$ cat config.mk
export PLATFORM = sky130hd
export DESIGN_NAME = sensor_output_config_regs
export DESIGN_NICKNAME = d
export VERILOG_FILES = /design/src/common/cfg_pkg.sv /design/src/common/ser_if.sv /design/src/rtl/sensor_output_config_regs.sv /design/src/rtl/serial_shifter.sv /design/src/rtl/sync_pin_driver.sv
export SDC_FILE = /design/constraint.sdc
export NUM_CORES = 1
export LEC_CHECK = 0
export BUFFER_PORTS_ARGS = -buffer_cell sky130_fd_sc_hd__buf_4
export CELL_PAD_IN_SITES_DETAIL_PLACEMENT = 0
export CELL_PAD_IN_SITES_GLOBAL_PLACEMENT = 1
export CORE_MARGIN = 2
export CORE_UTILIZATION = 40
export CTS_CLUSTER_DIAMETER = 200
export CTS_CLUSTER_SIZE = 24
export DETAILED_ROUTE_END_ITERATION = 12
export HOLD_SLACK_MARGIN = 0.02
export PLACE_DENSITY_LB_ADDON = 0.1
export SLEW_MARGIN = 25
export SYNTH_ARGS = -nofsm -noshare
export SYNTH_HDL_FRONTEND = slang
export SYNTH_SLANG_ARGS = --single-unit
$ cat constraint.sdc
create_clock -name mclk -period 11.5 [get_ports mclk]
set_clock_uncertainty 0.2 [all_clocks]
set_input_delay 1.15 -clock mclk [delete_from_list [all_inputs] [get_ports mclk]]
set_output_delay 1.15 -clock mclk [all_outputs]
set_load 0.05 [all_outputs]
$ cat src/common/cfg_pkg.sv
// constants of the sensor output configuration register bank
// assumes one 20 MHz clock domain; serial pins are synchronised inside
package cfg_pkg;
  localparam int NREG = 45;
  // chip id: read id is write id with the top bit set
  localparam logic [7:0] ID_READ_BIT = 8'h80;
  localparam logic [6:0] ID_FIRST = 7'h02;
  localparam logic [6:0] ID_LAST = 7'h06;
  localparam logic [7:0] PAGE_BASE = 8'h30;
  localparam logic [7:0] OB_LINES_RST = 8'h0a;
  localparam logic [15:0] REG_ADDR [NREG] = '{
    16'h3046, 16'h3048, 16'h3049, 16'h304b, 16'h305c, 16'h305d, 16'h305e, 16'h305f,
    16'h309e, 16'h309f, 16'h3128, 16'h3129, 16'h313b, 16'h315e, 16'h3164, 16'h317c,
    16'h31ec, 16'h3405, 16'h3407, 16'h3414, 16'h3418, 16'h3419, 16'h3441, 16'h3442,
    16'h3443, 16'h3444, 16'h3445, 16'h3446, 16'h3447, 16'h3448, 16'h3449, 16'h344a,
    16'h344b, 16'h344c, 16'h344d, 16'h344e, 16'h344f, 16'h3450, 16'h3451, 16'h3452,
    16'h3453, 16'h3454, 16'h3455, 16'h3472, 16'h3473};
  localparam logic [7:0] REG_RST [NREG] = '{
    8'he1, 8'h00, 8'h08, 8'h00, 8'h0c, 8'h00, 8'h10, 8'h01,
    8'h5a, 8'h5a, 8'h05, 8'h1d, 8'h51, 8'h1b, 8'h1b, 8'h12,
    8'h37, 8'h20, 8'h03, OB_LINES_RST, 8'h49, 8'h04, 8'h0c, 8'h0c,
    8'h03, 8'h40, 8'h4a, 8'h47, 8'h00, 8'h1f, 8'h00, 8'h17,
    8'h00, 8'h0f, 8'h00, 8'h17, 8'h00, 8'h47, 8'h00, 8'h0f,
    8'h00, 8'h0f, 8'h00, 8'h9c, 8'h07};
  // writable bits; all others are fixed at their reset value
  localparam logic [7:0] REG_WMASK [NREG] = '{
    8'hf1, 8'h30, 8'h30, 8'h0f, 8'hff, 8'hff, 8'hff, 8'hff,
    8'hff, 8'hff, 8'hff, 8'hff, 8'hff, 8'hff, 8'hff, 8'hff,
    8'hff, 8'h30, 8'h03, 8'h3f, 8'hff, 8'h1f, 8'hff, 8'hff,
    8'h03, 8'hff, 8'hff, 8'hff, 8'h01, 8'hff, 8'h01, 8'hff,
    8'h01, 8'hff, 8'h01, 8'hff, 8'h01, 8'hff, 8'h01, 8'hff,
    8'h01, 8'hff, 8'h01, 8'hff, 8'h1f};
  // register indices
  localparam int IX_PORT = 0;
  localparam int IX_VSW = 1;
  localparam int IX_HSW = 2;
  localparam int IX_PIN = 3;
  localparam int IX_CKA = 4;
  localparam int IX_TUNA = 8;
  localparam int IX_DEPA = 11;
  localparam int IX_CKE = 13;
  localparam int IX_CKF = 14;
  localparam int IX_DEPB = 15;
  localparam int IX_DEPC = 16;
  localparam int IX_REP = 17;
  localparam int IX_WIRED = 18;
  localparam int IX_OB = 19;
  localparam int IX_VSIZE = 20;
  localparam int IX_DT = 22;
  localparam int IX_LANE = 24;
  localparam int IX_MCLK = 25;
  localparam int IX_TIM = 27;
  localparam int IX_HSIZE = 43;
  localparam int N_TIM = 8;
  localparam int TIMING_W = 9 * N_TIM;
  // field positions
  localparam int PORT_LSB = 4;
  localparam int WIDTH_LSB = 4;
  localparam int VPIN_LSB = 0;
  localparam int HPIN_LSB = 2;
  localparam int REP_LSB = 4;
  // field codes
  localparam logic [3:0] PORT_LVDS2 = 4'hd;
  localparam logic [3:0] PORT_LVDS4 = 4'he;
  localparam logic [1:0] LANE_2 = 2'h1;
  localparam logic [1:0] LANE_4 = 2'h3;
  localparam logic [1:0] PIN_HIGH = 2'h0;
  localparam logic [1:0] PIN_SYNC = 2'h2;
  // horizontal pulse grows by this many clocks per width code
  localparam logic [5:0] HS_STEP_CYC = 6'h08;
  typedef enum logic [3:0] {
    S_IDLE = 4'b0001,
    S_ADDR = 4'b0010,
    S_DATA = 4'b0100,
    S_SKIP = 4'b1000
  } ser_phase_e;
endpackage

$ cat src/common/ser_if.sv
// byte level link between serial pin shifter and register control
// assumes both ends on mclk
`timescale 1ns/1ps
interface ser_if;
  logic byte_stb;
  logic [7:0] rx_byte;
  logic sel_act;
  logic tx_en;
  logic tx_load;
  logic [7:0] tx_byte;
  modport shifter (output byte_stb, rx_byte, sel_act, input tx_en, tx_load, tx_byte);
  modport ctrl (input byte_stb, rx_byte, sel_act, output tx_en, tx_load, tx_byte);
endinterface

$ cat src/rtl/sensor_output_config_regs.sv
// output, sync and csi-2 configuration register bank of an image sensor
// reached over the 4-wire serial link; timing pulses come from mclk logic
`timescale 1ns/1ps
module sensor_output_config_regs (
  // clock and reset
  input wire logic mclk,
  input wire logic arst_n,
  // 4-wire serial pins
  input wire logic ser_clk,
  input wire logic ser_sel_n,
  input wire logic ser_din,
  output logic ser_dout,
  output logic ser_dout_oe,
  // timing generator
  input wire logic master_mode,
  input wire logic frame_start,
  input wire logic line_start,
  // sync pins
  output logic vertical_sync_pin,
  output logic vertical_sync_oe,
  output logic horizontal_sync_pin,
  output logic horizontal_sync_oe,
  // decoded selections
  output logic lvds_four_ch,
  output logic port_sel_bad,
  output logic csi_four_lane,
  output logic lane_sel_bad,
  output logic sync_sel_bad,
  // settings to the datapath
  output logic [47:0] clock_settings,
  output logic [31:0] tuning_values,
  output logic [23:0] depth_tuning,
  output logic [1:0] csi_repeat_ctrl,
  output logic [1:0] wired_lane_count,
  output logic [5:0] ob_line_count,
  output logic [12:0] vert_out_size,
  output logic [12:0] horiz_out_size,
  output logic [15:0] data_type_format,
  output logic [15:0] master_clock_frequency,
  output logic [cfg_pkg::TIMING_W-1:0] dphy_timing
);
  import cfg_pkg::*;

  typedef struct packed {
    logic [NREG-1:0][7:0] regs;
    ser_phase_e ph;
    logic [2:0] page;
    logic rd;
    logic [7:0] addr;
    logic ld;
    logic lvds4;
    logic pbad;
    logic lane4;
    logic lbad;
    logic sbad;
  } ctl_s;

  ctl_s s;
  ctl_s next_s;
  ser_if bus ();

  // reset image of the whole bank, built from the constant tables
  function automatic logic [NREG-1:0][7:0] rst_image();
    logic [NREG-1:0][7:0] r;
    r = '0;
    for (int i = 0; i < NREG; i++) begin
      r[i] = REG_RST[i];
    end
    return r;
  endfunction

  localparam logic [NREG-1:0][7:0] RST_IMG = rst_image();

  // page and in-page offset to the flat register address
  function automatic logic [15:0] full_addr(input logic [2:0] pg, input logic [7:0] a);
    logic [7:0] hi;
    hi = 8'(PAGE_BASE + {5'h00, pg});
    return {hi, a};
  endfunction

  // {hit, index}; reserved and unlisted addresses miss
  function automatic logic [6:0] find_reg(input logic [15:0] a);
    logic [6:0] r;
    r = '0;
    for (int i = 0; i < NREG; i++) begin
      if (REG_ADDR[i] == a) begin
        r = {1'b1, 6'(i)};
      end
    end
    return r;
  endfunction

  // fixed bits keep their reset value whatever is written
  function automatic logic [7:0] merge(input logic [5:0] ix, input logic [7:0] wd);
    return (wd & REG_WMASK[ix]) | (REG_RST[ix] & ~REG_WMASK[ix]);
  endfunction

  // read value; a miss reads as zero
  function automatic logic [7:0] rd_val(input logic [NREG-1:0][7:0] rg,
                                        input logic [2:0] pg, input logic [7:0] a);
    logic [6:0] f;
    f = find_reg(full_addr(pg, a));
    return f[6] ? rg[f[5:0]] : 8'h00;
  endfunction

  logic [6:0] wr_hit;
  logic [6:0] id7;
  logic [3:0] port_code;
  logic [1:0] lane_code;
  logic [1:0] vpin_code;
  logic [1:0] hpin_code;

  always_comb begin
    next_s = s;
    next_s.ld = 1'b0;
    id7 = bus.rx_byte[6:0];
    wr_hit = find_reg(full_addr(s.page, s.addr));
    if (!bus.sel_act) begin
      // deselect ends the frame in any phase
      next_s.ph = S_IDLE;
      next_s.rd = 1'b0;
    end else if (bus.byte_stb) begin
      case (s.ph)
        S_IDLE: begin
          if (id7 >= ID_FIRST && id7 <= ID_LAST) begin
            next_s.page = 3'(id7 - ID_FIRST);
            next_s.rd = |(bus.rx_byte & ID_READ_BIT);
            next_s.ph = S_ADDR;
          end else begin
            // foreign chip id: ignore the rest of the frame
            next_s.ph = S_SKIP;
          end
        end
        S_ADDR: begin
          next_s.addr = bus.rx_byte;
          next_s.ld = s.rd;
          next_s.ph = S_DATA;
        end
        S_DATA: begin
          if (!s.rd && wr_hit[6]) begin
            next_s.regs[wr_hit[5:0]] = merge(wr_hit[5:0], bus.rx_byte);
          end
          // auto increment stays inside the page
          next_s.addr = s.addr + 8'h01;
          next_s.ld = s.rd;
        end
        S_SKIP: begin
          next_s.ph = S_SKIP;
        end
        default: begin
          next_s.ph = S_IDLE;
        end
      endcase
    end
    port_code = next_s.regs[IX_PORT][PORT_LSB +: 4];
    lane_code = next_s.regs[IX_LANE][1:0];
    vpin_code = next_s.regs[IX_PIN][VPIN_LSB +: 2];
    hpin_code = next_s.regs[IX_PIN][HPIN_LSB +: 2];
    next_s.lvds4 = (port_code == PORT_LVDS4);
    next_s.pbad = (port_code != PORT_LVDS2) && (port_code != PORT_LVDS4);
    next_s.lane4 = (lane_code == LANE_4);
    next_s.lbad = (lane_code != LANE_2) && (lane_code != LANE_4);
    next_s.sbad = (vpin_code != PIN_HIGH && vpin_code != PIN_SYNC) ||
                  (hpin_code != PIN_HIGH && hpin_code != PIN_SYNC);
  end

  always_ff @(posedge mclk or negedge arst_n) begin
    if (!arst_n) begin
      s <= '0;
      s.regs <= RST_IMG;
      s.ph <= S_IDLE;
      s.lvds4 <= 1'b1;
      s.lane4 <= 1'b1;
    end else begin
      s <= next_s;
    end
  end

  // read data is fetched in the same cycle the address settles; ld is registered with it
  assign bus.tx_load = s.ld;
  assign bus.tx_byte = rd_val(s.regs, s.page, s.addr);
  assign bus.tx_en = s.rd && (s.ph == S_DATA);

  serial_shifter u_shifter (
    .mclk(mclk),
    .arst_n(arst_n),
    .ser_clk(ser_clk),
    .ser_sel_n(ser_sel_n),
    .ser_din(ser_din),
    .ser_dout(ser_dout),
    .ser_dout_oe(ser_dout_oe),
    .bus(bus.shifter)
  );

  sync_pin_driver u_sync (
    .mclk(mclk),
    .arst_n(arst_n),
    .master_mode(master_mode),
    .frame_start(frame_start),
    .line_start(line_start),
    .vs_width(s.regs[IX_VSW][WIDTH_LSB +: 2]),
    .hs_width(s.regs[IX_HSW][WIDTH_LSB +: 2]),
    .vs_sel(s.regs[IX_PIN][VPIN_LSB +: 2]),
    .hs_sel(s.regs[IX_PIN][HPIN_LSB +: 2]),
    .vsync_pin(vertical_sync_pin),
    .vsync_oe(vertical_sync_oe),
    .hsync_pin(horizontal_sync_pin),
    .hsync_oe(horizontal_sync_oe)
  );

  assign lvds_four_ch = s.lvds4;
  assign port_sel_bad = s.pbad;
  assign csi_four_lane = s.lane4;
  assign lane_sel_bad = s.lbad;
  assign sync_sel_bad = s.sbad;

  // input clock settings, first page then second page
  assign clock_settings = {s.regs[IX_CKF], s.regs[IX_CKE], s.regs[IX_CKA + 3],
                           s.regs[IX_CKA + 2], s.regs[IX_CKA + 1], s.regs[IX_CKA]};
  assign tuning_values = {s.regs[IX_TUNA + 4], s.regs[IX_TUNA + 2],
                          s.regs[IX_TUNA + 1], s.regs[IX_TUNA]};
  assign depth_tuning = {s.regs[IX_DEPC], s.regs[IX_DEPB], s.regs[IX_DEPA]};

  // csi-2 transmitter settings
  assign csi_repeat_ctrl = s.regs[IX_REP][REP_LSB +: 2];
  assign wired_lane_count = s.regs[IX_WIRED][1:0];
  assign ob_line_count = s.regs[IX_OB][5:0];
  assign vert_out_size = {s.regs[IX_VSIZE + 1][4:0], s.regs[IX_VSIZE]};
  assign horiz_out_size = {s.regs[IX_HSIZE + 1][4:0], s.regs[IX_HSIZE]};
  assign data_type_format = {s.regs[IX_DT + 1], s.regs[IX_DT]};
  assign master_clock_frequency = {s.regs[IX_MCLK + 1], s.regs[IX_MCLK]};

  // each phy timing: low byte at even slot, bit 8 in bit 0 of the next
  always_comb begin
    dphy_timing = '0;
    for (int k = 0; k < N_TIM; k++) begin
      dphy_timing[k * 9 +: 9] = {s.regs[IX_TIM + 2 * k + 1][0],
                                 s.regs[IX_TIM + 2 * k]};
    end
  end

endmodule

$ cat src/rtl/serial_shifter.sv
// 4-wire serial pin shifter: synchronises pins, assembles and sends bytes
// assumes serial clock idles low and runs at most mclk/16
`timescale 1ns/1ps
module serial_shifter (
  // clock and reset
  input wire logic mclk,
  input wire logic arst_n,
  // pins
  input wire logic ser_clk,
  input wire logic ser_sel_n,
  input wire logic ser_din,
  output logic ser_dout,
  output logic ser_dout_oe,
  // byte side
  ser_if.shifter bus
);
  import cfg_pkg::*;
  typedef struct packed {
    logic [2:0] m1;
    logic [2:0] m2;
    logic ck_d;
    logic [2:0] bitc;
    logic [7:0] sh;
    logic [7:0] tx;
    logic stb;
    logic dout;
    logic oe;
  } shf_s;
  shf_s s;
  shf_s next_s;
  logic rise;
  logic fall;
  always_comb begin
    next_s = s;
    next_s.m1 = {ser_clk, ser_sel_n, ser_din};
    next_s.m2 = s.m1;
    next_s.ck_d = s.m2[2];
    next_s.stb = 1'b0;
    rise = s.m2[2] & ~s.ck_d;
    fall = ~s.m2[2] & s.ck_d;
    if (s.m2[1]) begin
      next_s.bitc = 3'h0;
    end else if (rise) begin
      next_s.sh = {s.sh[6:0], s.m2[0]};
      next_s.bitc = s.bitc + 3'h1;
      next_s.stb = (s.bitc == 3'h7);
    end else if (fall && s.bitc != 3'h0) begin
      // no shift on the falling edge that ends a byte: the reload has already set bit 7
      next_s.dout = s.tx[7];
      next_s.tx = {s.tx[6:0], 1'b0};
    end
    if (bus.tx_load) begin
      next_s.dout = bus.tx_byte[7];
      next_s.tx = {bus.tx_byte[6:0], 1'b0};
    end
    next_s.oe = bus.tx_en & ~s.m2[1];
  end
  always_ff @(posedge mclk or negedge arst_n) begin
    if (!arst_n) begin
      s <= '0;
      s.m1 <= 3'b010;
      s.m2 <= 3'b010;
    end else begin
      s <= next_s;
    end
  end
  assign bus.byte_stb = s.stb;
  assign bus.rx_byte = s.sh;
  assign bus.sel_act = ~s.m2[1];
  assign ser_dout = s.dout;
  assign ser_dout_oe = s.oe;
endmodule

$ cat src/rtl/sync_pin_driver.sv
// master mode sync pin generator with programmable pulse widths
// assumes frame_start coincides with a line_start pulse
`timescale 1ns/1ps
module sync_pin_driver (
  // clock and reset
  input wire logic mclk,
  input wire logic arst_n,
  // timing
  input wire logic master_mode,
  input wire logic frame_start,
  input wire logic line_start,
  // settings
  input wire logic [1:0] vs_width,
  input wire logic [1:0] hs_width,
  input wire logic [1:0] vs_sel,
  input wire logic [1:0] hs_sel,
  // pins
  output logic vsync_pin,
  output logic vsync_oe,
  output logic hsync_pin,
  output logic hsync_oe
);
  import cfg_pkg::*;
  typedef struct packed {
    logic [3:0] vcnt;
    logic [5:0] hcnt;
    logic vp;
    logic vo;
    logic hp;
    logic ho;
  } drv_s;
  drv_s s;
  drv_s next_s;
  always_comb begin
    next_s = s;
    if (frame_start) begin
      next_s.vcnt = 4'h1 << vs_width;
    end else if (line_start && s.vcnt != 4'h0) begin
      next_s.vcnt = s.vcnt - 4'h1;
    end
    if (line_start) begin
      next_s.hcnt = 6'(({4'h0, hs_width} + 6'h1) * HS_STEP_CYC);
    end else if (s.hcnt != 6'h0) begin
      next_s.hcnt = s.hcnt - 6'h1;
    end
    // slave mode: pins released, width fields have no effect
    next_s.vo = master_mode;
    next_s.ho = master_mode;
    // prohibited pin codes hold the pin high like code 0
    next_s.vp = !(vs_sel == PIN_SYNC && next_s.vcnt != 4'h0);
    next_s.hp = !(hs_sel == PIN_SYNC && next_s.hcnt != 6'h0);
  end
  always_ff @(posedge mclk or negedge arst_n) begin
    if (!arst_n) begin
      s <= '0;
      s.vp <= 1'b1;
      s.hp <= 1'b1;
    end else begin
      s <= next_s;
    end
  end
  assign vsync_pin = s.vp;
  assign vsync_oe = s.vo;
  assign hsync_pin = s.hp;
  assign hsync_oe = s.ho;
endmodule

==> results of run 1 <==
==> layout by cell type, fill, tap and decap left out, types with 18 or more instances in the layout <==
| cell | n |
|---|---|
| a22oi_1 | 18 |
| mux2_2 | 24 |
| nand2b_1 | 22 |
| buf_4 | 297 |
| o21ai_1 | 93 |
| ha_1 | 21 |
| o221ai_1 | 48 |
| o21ai_0 | 215 |
| inv_1 | 27 |
| o31ai_1 | 22 |
| nor2_1 | 141 |
| o22ai_1 | 57 |
| dfrtp_1 | 316 |
| mux2i_1 | 29 |
| dfstp_2 | 107 |
| nand2_1 | 374 |
| nor3_1 | 39 |
| and2_1 | 56 |
| nand3_1 | 30 |
| clkbuf_16 | 21 |
| a21oi_1 | 100 |
==> final timing paths <==
kind                       slack (ns)                 start         endpoint
max                              4.93                  s[9]     port_sel_bad
min in group asynchronous        0.35                arst_n             s[9]
max reg2reg                      4.93                  s[9]     port_sel_bad
min reg2reg                      0.16  u_shifter.next_s[24]  u_shifter.s[24]
max in group asynchronous        8.75                arst_n  dphy_timing[48]
min                              0.16  u_shifter.next_s[24]  u_shifter.s[24]
==> cell type report <==
cell class / instances / area [sq um]
Fill cell: 5577 / 32300
Clock inverter: 2 / 20.0
Inverter: 28 / 105
Tap cell: 756 / 946
Multi-Input combinational cell: 1593 / 9310
Clock buffer: 35 / 578
Sequential cell: 423 / 10700
Timing Repair Buffer: 301 / 2290
==> routing by layer <==
metal	wire length, um	GRT usage [%]	vias up
met2	39800	46.2	585
met1	38700	40.3	9177
met5	0	0	-
met3	4150	3.83	116
li1	-	-	8251
met4	2220	7.08	0
==> stage by stage <==
stage	instance area [sq um]	hold WS [ns]	power [mW]	worst slack (ns)	std cells
after floorplan	22700	0.131	1.71	6.89	2451
after CTS	24000	0.157	2.71	5.04	3138
after detailed placement	23400	0.145	1.85	5.09	3101
after global routing	24000	0.166	2.78	4.66	3138
after global placement	23300	0.143	1.85	4.96	3100
final	24000	0.157	2.69	4.93	3138
==> kinds of logic after synthesis <==
| family | after synthesis | synth area share [%] |
|---|---|---|
| buffers and inverters | 435 | 12.2 |
| AND/OR/NAND/NOR | 781 | 16.0 |
| adder cells (fa/ha/maj) | 21 | 1.16 |
| flip-flops | 423 | 47.3 |
| multiplexers | 56 | 2.68 |
| XOR/XNOR | 13 | 0.502 |
| AO/OA/AOI/OAI | 722 | 20.2 |
==> power breakdown <==
group	internal (mW)	switching, mW	leakage [nW]
clock	0.352	0.511	0.286
combinational	0.0664	0.204	4.28
sequential	1.51	0.0412	5.47
total	1.93	0.756	10.0
==> flip-flops by register name, indices dropped and copies added (netlist names), 4 cells and up <==
signal                  flops
depth_tuning               24
u_shifter.next_s            4
master_clock_frequency     16
dphy_timing                72
data_type_format           16
clock_settings             48
u_shifter.s                13
u_sync.s                   10
u_shifter.bus.rx_byte       8
s                         132
horiz_out_size             13
vert_out_size              13
ob_line_count               6
tuning_values              32
==> worst register-to-register path, cell delays in order (launching register included) <==
cell	delay [ns]
dfrtp_1	0.37
buf_4	0.25
or4b_1	0.61
nor3_1	0.53
o211ai_1	0.30
a21o_1	0.36
a21boi_4	0.20
buf_4	0.55
buf_4	0.69
ha_1	0.33
a211o_1	0.14
o211ai_1	0.11
a211o_1	0.40
a32oi_4	0.62
buf_4	0.45
xnor2_1	0.14
o22a_1	0.22
==> results by group, run 1 <==
Clock network
  – CTS tree: yes
  – Total clock sinks: 423
  – H-tree depth: 1
  – Cts repair resizes: 0
  – Cts-stage hold buffer count: 0
  – Clk_lat worst skew: 0.57 ns
  – CTS root buf: clkbuf_16
  – Setup bufs post-CTS: 0
  – Clk pin slew, worst setup/hold paths: 0.11 ns
  – CTS buffer count: 21
  – Clk buf depth: 3

Route
  – Vias: 18129
  – Vias/cell: 5.78
  – DR iter-0 viols: 1371
  – Post-detailed-route count of antenna-violating nets: 0
  – Average wire per standard cell: ~27 um
  – Final WL: ~85 mm
  – DR pass1 iterations: 6
  – Number of remaining DRC errors: 0

Timing
  – RSZ-0062 raised after global routing: no
  – Final Cycle Share: 57.1%
  – Tmin final: 6.57 ns
  – Final Hold Fails: 0
  – Worst rel slew slack: 28.4%
  – Fin. max-slew vios: 0
  – Setup TNS: 0 ns
  – Fmax: 152 MHz
  – # setup viols final: 0
  – Worst-margin pin slew: about 1.1 ns

Setup path
  – CP startpoint kind: flop
  – Crit-path slowest cell: buf_4
  – Critical path depth: 16
  – Crit path cell chain: buf_4 -> or4b_1 -> nor3_1 -> o211ai_1 -> a21o_1 -> a21boi_4 -> buf_4 -> buf_4 -> ha_1 -> a211o_1 -> o211ai_1 -> a211o_1 -> a32oi_4 -> buf_4 -> xnor2_1 -> o22a_1
  – CP dominant cell by count: buf_4
  – Largest delay share family, worst path: compound AO/OA/AOI/OAI gates
  – R2R depth: 16
  – Crit. End Element: flop
  – CP max FO: 49
  – Worst path required time: 11.76 ns
  – Worst path max stage delay: roughly 0.65 ns
  – Buf+Inv Stages, Crit Path: 4
  – Kind of critical path: reg -> reg
  – Arrival time worst endpoint: 6.82 ns

Synth
  – Syn_area_per_cell: between 9 and 10 sq um
  – Yosys top cell area share: between 30% and 40%
  – Post-Syn Nets: 2480
  – Count leader, synth: nand2_1
  – Synth Instances: roughly 2500
  – Sequential-to-total area share from yosys stat: 47.3%
  – Top cells by count, synth: nand2_1, dfrtp_1, buf_4
  – Synth Flop Type: dfrtp_1
  – Synth area leaders: dfrtp_1, dfstp_2, buf_4
  – Post-Syn Area: 0.0227 sq mm
  – Yosys top cell by area: dfrtp_1
  – Synth unique cells: between 100 and 150
  – Number of synthesized register bits: ~420
  – Yosys warns: 0
  – Number of synthesized flops with an enable pin: 0
  – FFs w/ async S/R, synth: 100%

Floorplanning
  – Initial Util: about two fifths
  – Die area: 0.0586 sq mm
  – I/O pins: 263
  – Die height: 242 um
  – Die Wd: about 240 um
  – # rows: 87
  – Core ar.: 0.0563 sq mm

Global routing
  – Global-route wire length before repair: 126 mm
  – Vias in the first global route: 17841
  – Largest net degree at the start of global routing: 165
  – Global Route Usage Sum: 28.5%
  – GRT Residual Overflow: 0
  – Initial antenna violation count: 0

Place
  – Routability Congestion: a little over 0.9
  – HPWL reported at the end of detailed placement: 59.6 mm
  – I/O Buffers: 262

Hold path
  – Worst hold path depth: 0
  – Min-delay worst type: reg -> reg

Final layout
  – Fin util: 42.6%
  – ANT cells: 0
  – Layout cells sized above 1: 21.7%
  – Area delta synth->final: 5.63%
  – Nets@finish: about 2400

Pwr
  – Worst VDD drop: 0.0965 mV
  – Pwr Density: between 100 and 150 mW/mm^2
  – P_leak: 10.0 nW

Job
  – MaxCap Viol Count: 0

Status
  – Status: completed
(Power assumes the default switching activity.)
==> run 2: changes to the inputs <==
--- a/config.mk
+++ b/config.mk
@@ -5,11 +5,12 @@
 export SDC_FILE = /design/constraint.sdc
 export NUM_CORES = 1
 export LEC_CHECK = 0
+export ABC_AREA = 1
 export BUFFER_PORTS_ARGS = -buffer_cell sky130_fd_sc_hd__buf_4
 export CELL_PAD_IN_SITES_DETAIL_PLACEMENT = 0
 export CELL_PAD_IN_SITES_GLOBAL_PLACEMENT = 1
 export CORE_MARGIN = 2
-export CORE_UTILIZATION = 40
+export CORE_UTILIZATION = 39
 export CTS_CLUSTER_DIAMETER = 200
 export CTS_CLUSTER_SIZE = 24
 export DETAILED_ROUTE_END_ITERATION = 12
==> constraint.sdc (replaced) <==
create_clock -name mclk -period 5.8 [get_ports mclk]
set_clock_uncertainty 0.2 [all_clocks]
set_input_delay 0.58 -clock mclk [delete_from_list [all_inputs] [get_ports mclk]]
set_output_delay 0.58 -clock mclk [all_outputs]
set_load 0.05 [all_outputs]
==> run 2 against run 1 <==
  * Non-clock buffer count rose by 25
  * Combinational power rose by 70%
  * Critical path depth increased by 11
  * Routed wire length rose by 0.51%
  * Sequential share of layout area is 2.6 points lower
  * Utilization decreased by 0.34 points
  * Fmax rose by 25%
  * Register-to-register slack worse by 4.4 ns
  * Sequential power rose by 96%
  * Synthesized cell count increased by 29%
  * Largest cell class unchanged
  * Highest routed layer unchanged
  * Clock-buffer cell count shrank 1
  * Flip-flop and latch count is the same
==> results by group, run 2 <==
Global routing
  – GRT Residual Overflow: 0 (unchanged)
  – Initial antenna violation count: 3 (+3)
  – Global-route wire length before repair: 127 mm (+0.61%)
  – Largest net degree at the start of global routing: 135 (-18%)
  – Vias in the first global route: 19403 (+8.8%)
  – Global Route Usage Sum: 26.7% (-1.8 points)

Setup path
  – CP startpoint kind: flop
  – Worst path max stage delay: 0.56 ns (-0.09 ns)
  – CP max FO: 48 (-2.0%)
  – Worst path required time: 6.08 ns (-5.68 ns)
  – Arrival time worst endpoint: 5.54 ns (-1.28 ns)
  – Crit-path slowest cell: buf_4
  – Buf+Inv Stages, Crit Path: 7 (+3)
  – CP dominant cell by count: nand2_1
  – Crit. End Element: flop
  – Largest delay share family, worst path: simple AND/OR/NAND/NOR gates
  – Kind of critical path: reg -> reg
  – Flop-to-flop setup slack: 0.53 ns (-4.40 ns)

Timing
  – RSZ-0062 raised after global routing: no
  – Setup TNS: 0 ns (unchanged)
  – Final Hold Fails: 0 (unchanged)
  – Worst-margin pin slew: 0.913 ns (-0.161 ns)
  – Final Cycle Share: 90.8% (+34 points)
  – Hold Slack: 0.164 ns (+0.00756 ns)
  – Worst setup margin: 0.532 ns (-4.40 ns)
  – # setup viols final: 0 (unchanged)
  – Worst rel slew slack: 38.6% (+10 points)
  – Tmin final: 5.27 ns (-1.30 ns)
  – Fmax: 190 MHz (+25%)
  – Fin. max-slew vios: 0 (unchanged)

Synth
  – Syn_area_per_cell: 7.48 sq um (-19%)
  – Yosys top cell by area: dfrtp_1
  – Sequential-to-total area share from yosys stat: 45.1% (-2.1 points)
  – Number of synthesized register bits: 423 (unchanged)
  – Yosys top cell area share: 33.3% (-1.6 points)
  – Yosys warns: 0 (unchanged)
  – Number of synthesized flops with an enable pin: 0 (unchanged)
  – Synth Flop Type: dfrtp_1
  – FFs w/ async S/R, synth: 100% (unchanged)
  – Synth unique cells: 54 (-48%)
  – Synth Instances: 3174 (+29%)
  – Post-Syn Area: 0.0237 sq mm (+4.7%)
  – Count leader, synth: nand2_1
  – Post-Syn Nets: 3203 (+29%)
  – Synth area leaders: dfrtp_1, nand2_1, dfstp_2
  – Top cells by count, synth: nand2_1, inv_1, dfrtp_1

Clock network
  – CTS tree: yes
  – Clk pin slew, worst setup/hold paths: 0.12 ns (about the same)
  – Total clock sinks: 423 (unchanged)
  – CTS buffer count: 21 (unchanged)
  – H-tree depth: 1 (unchanged)
  – Clk_lat worst skew: 0.58 ns (about the same)
  – Clk buf depth: 3 (unchanged)
  – CTS root buf: clkbuf_16

Place
  – HPWL reported at the end of detailed placement: 61.0 mm (+2.3%)
  – Routability Congestion: 0.863 (-5.5%)
  – Cell Area, Placed: 0.0248 sq mm (+6.0%)
  – Place WS: 0.464 ns (-4.63 ns)
  – I/O Buffers: 262 (unchanged)

Route
  – DR pass1 iterations: 5 (-1)
  – Average wire per standard cell: 21.7 um (-20%)
  – Vias/cell: 5.12 (-11%)
  – Vias: 20151 (+11%)
  – Number of remaining DRC errors: 0 (unchanged)
  – Final WL: 85.2 mm (+0.51%)
  – DR iter-0 viols: 1628 (+19%)
  – Post-detailed-route count of antenna-violating nets: 0 (unchanged)

Final layout
  – Nets@finish: 3167 (+32%)
  – Final instance area: 0.0254 sq mm (+6.2%)
  – Most common cell after layout, fill and taps aside: nand2_1
  – ANT cells: 0 (unchanged)
  – Most frequent cells in the layout: nand2_1, inv_1, dfrtp_1
  – Area delta synth->final: 7.16%
  – Largest register by flop count: s
  – Largest register FFs: 132 (unchanged)
  – Layout cells sized above 1: 16.4% (-5.3 points)
  – Fillers: 6265 (+12%)

Floorplanning
  – Die area: 0.0629 sq mm (+7.2%)
  – Die Wd: 251 um (+3.6%)
  – I/O pins: 263 (unchanged)
  – Initial Util: 39.4% (-0.89 points)
  – Core ar.: 0.0602 sq mm (+7.1%)
  – Die height: 251 um (+3.6%)
  – # rows: 90 (+3.4%)

Pwr
  – Gate power share: 8.7% (-1.4 points)
  – Switching share of power: 27.3% (-0.80 points)
  – Tot Pwr: 5.25 mW (+95%)
  – Register share of total power: 58.1% (+0.2 points)
  – NetSw: 1.43 mW (+90%)
  – Worst VDD drop: 0.253 mV (+160%)
  – Internal Power: 3.81 mW (+97%)
  – P_leak: 11.8 nW (+18%)
  – Clock power frac: 33.2% (+1.1 points)
  – Pwr Density: 206 mW/mm^2 (+84%)

Hold path
  – Min-delay worst type: reg -> reg

Status
  – Status: completed

Job
  – MaxCap Viol Count: 0 (unchanged)
[run 2: changes by cell type after synthesis, moves of 50 or more]
cell     before  now
nand2_1     374  855
a21oi_1     101   36
o22ai_1      57    7
nand3_1      30  196
inv_1        27  366
and2_1       56    0
nor2_1      142  301
[run 2: timing repair]
item | in CTS | in global routing
endpoints found under the hold margin | 89 | 0
hold buffers | 7 | 0
resized for setup | 0 | 0
setup endpoints to repair | 0 | 21
setup buffers | 0 | 2
[run 2: power by group through the flow]
stage	clock, mW	combinational [mW]	sequential, mW
global placement	0	0.457	3.10
detailed placement	0	0.459	3.10
global route	1.90	0.501	3.05
floorplan	0	0.206	3.10
finish	1.74	0.458	3.05
CTS	1.80	0.465	3.05
[run 2: final timing paths]
kind / start / to / depth (start not counted)
worst max-delay path: s[11] / u_shifter.s[8] / 27
max in group asynchronous: arst_n / clock_settings[4] / 3
min in group asynchronous: arst_n / s[13] / 2
worst max register to register: s[11] / u_shifter.s[8] / 27
worst min register to register: u_shifter.next_s[24] / u_shifter.s[24] / 0
worst min-delay path: u_shifter.next_s[24] / u_shifter.s[24] / 0
[run 2: cells by family after synthesis]
| group | after synthesis | synth area share, % |
|---|---|---|
| AND/OR/NAND/NOR | 1506 | 26.9 |
| flip-flops | 423 | 45.1 |
| buffers and inverters | 775 | 16.8 |
| XOR/XNOR | 7 | 0.258 |
| AO/OA/AOI/OAI | 442 | 9.88 |
| adder cells (fa/ha/maj) | 21 | 1.11 |
[run 2: metal layers]
layer / track usage, % / part of all wire, % / vias up
met4: 6.04 / 2.2 / 0
met3: 2.41 / 5.3 / 90
met2: 42.7 / 46 / 611
met1: 39.1 / 47 / 9810
li1: - / - / 9640
met5: 0 / 0 / -
[run 2: through the flow]
step                cells  util, %
global route         3933     42.2
global placement     3888     41.1
detailed placement   3888     41.1
CTS                  3931     42.2
finish               3933     42.2
floorplan            3174        -
[run 2: layout make-up]
cell class	count	area [sq um]	share of cell area, %
timing repair buffer	326	2580	10.2
multi-input combinational	1976	9100	35.8
inverter	390	1460	5.75
tap	782	978	3.85
clock buffer	34	574	2.26
clock inverter	2	20.0	0.0787
sequential	423	10700	42.1
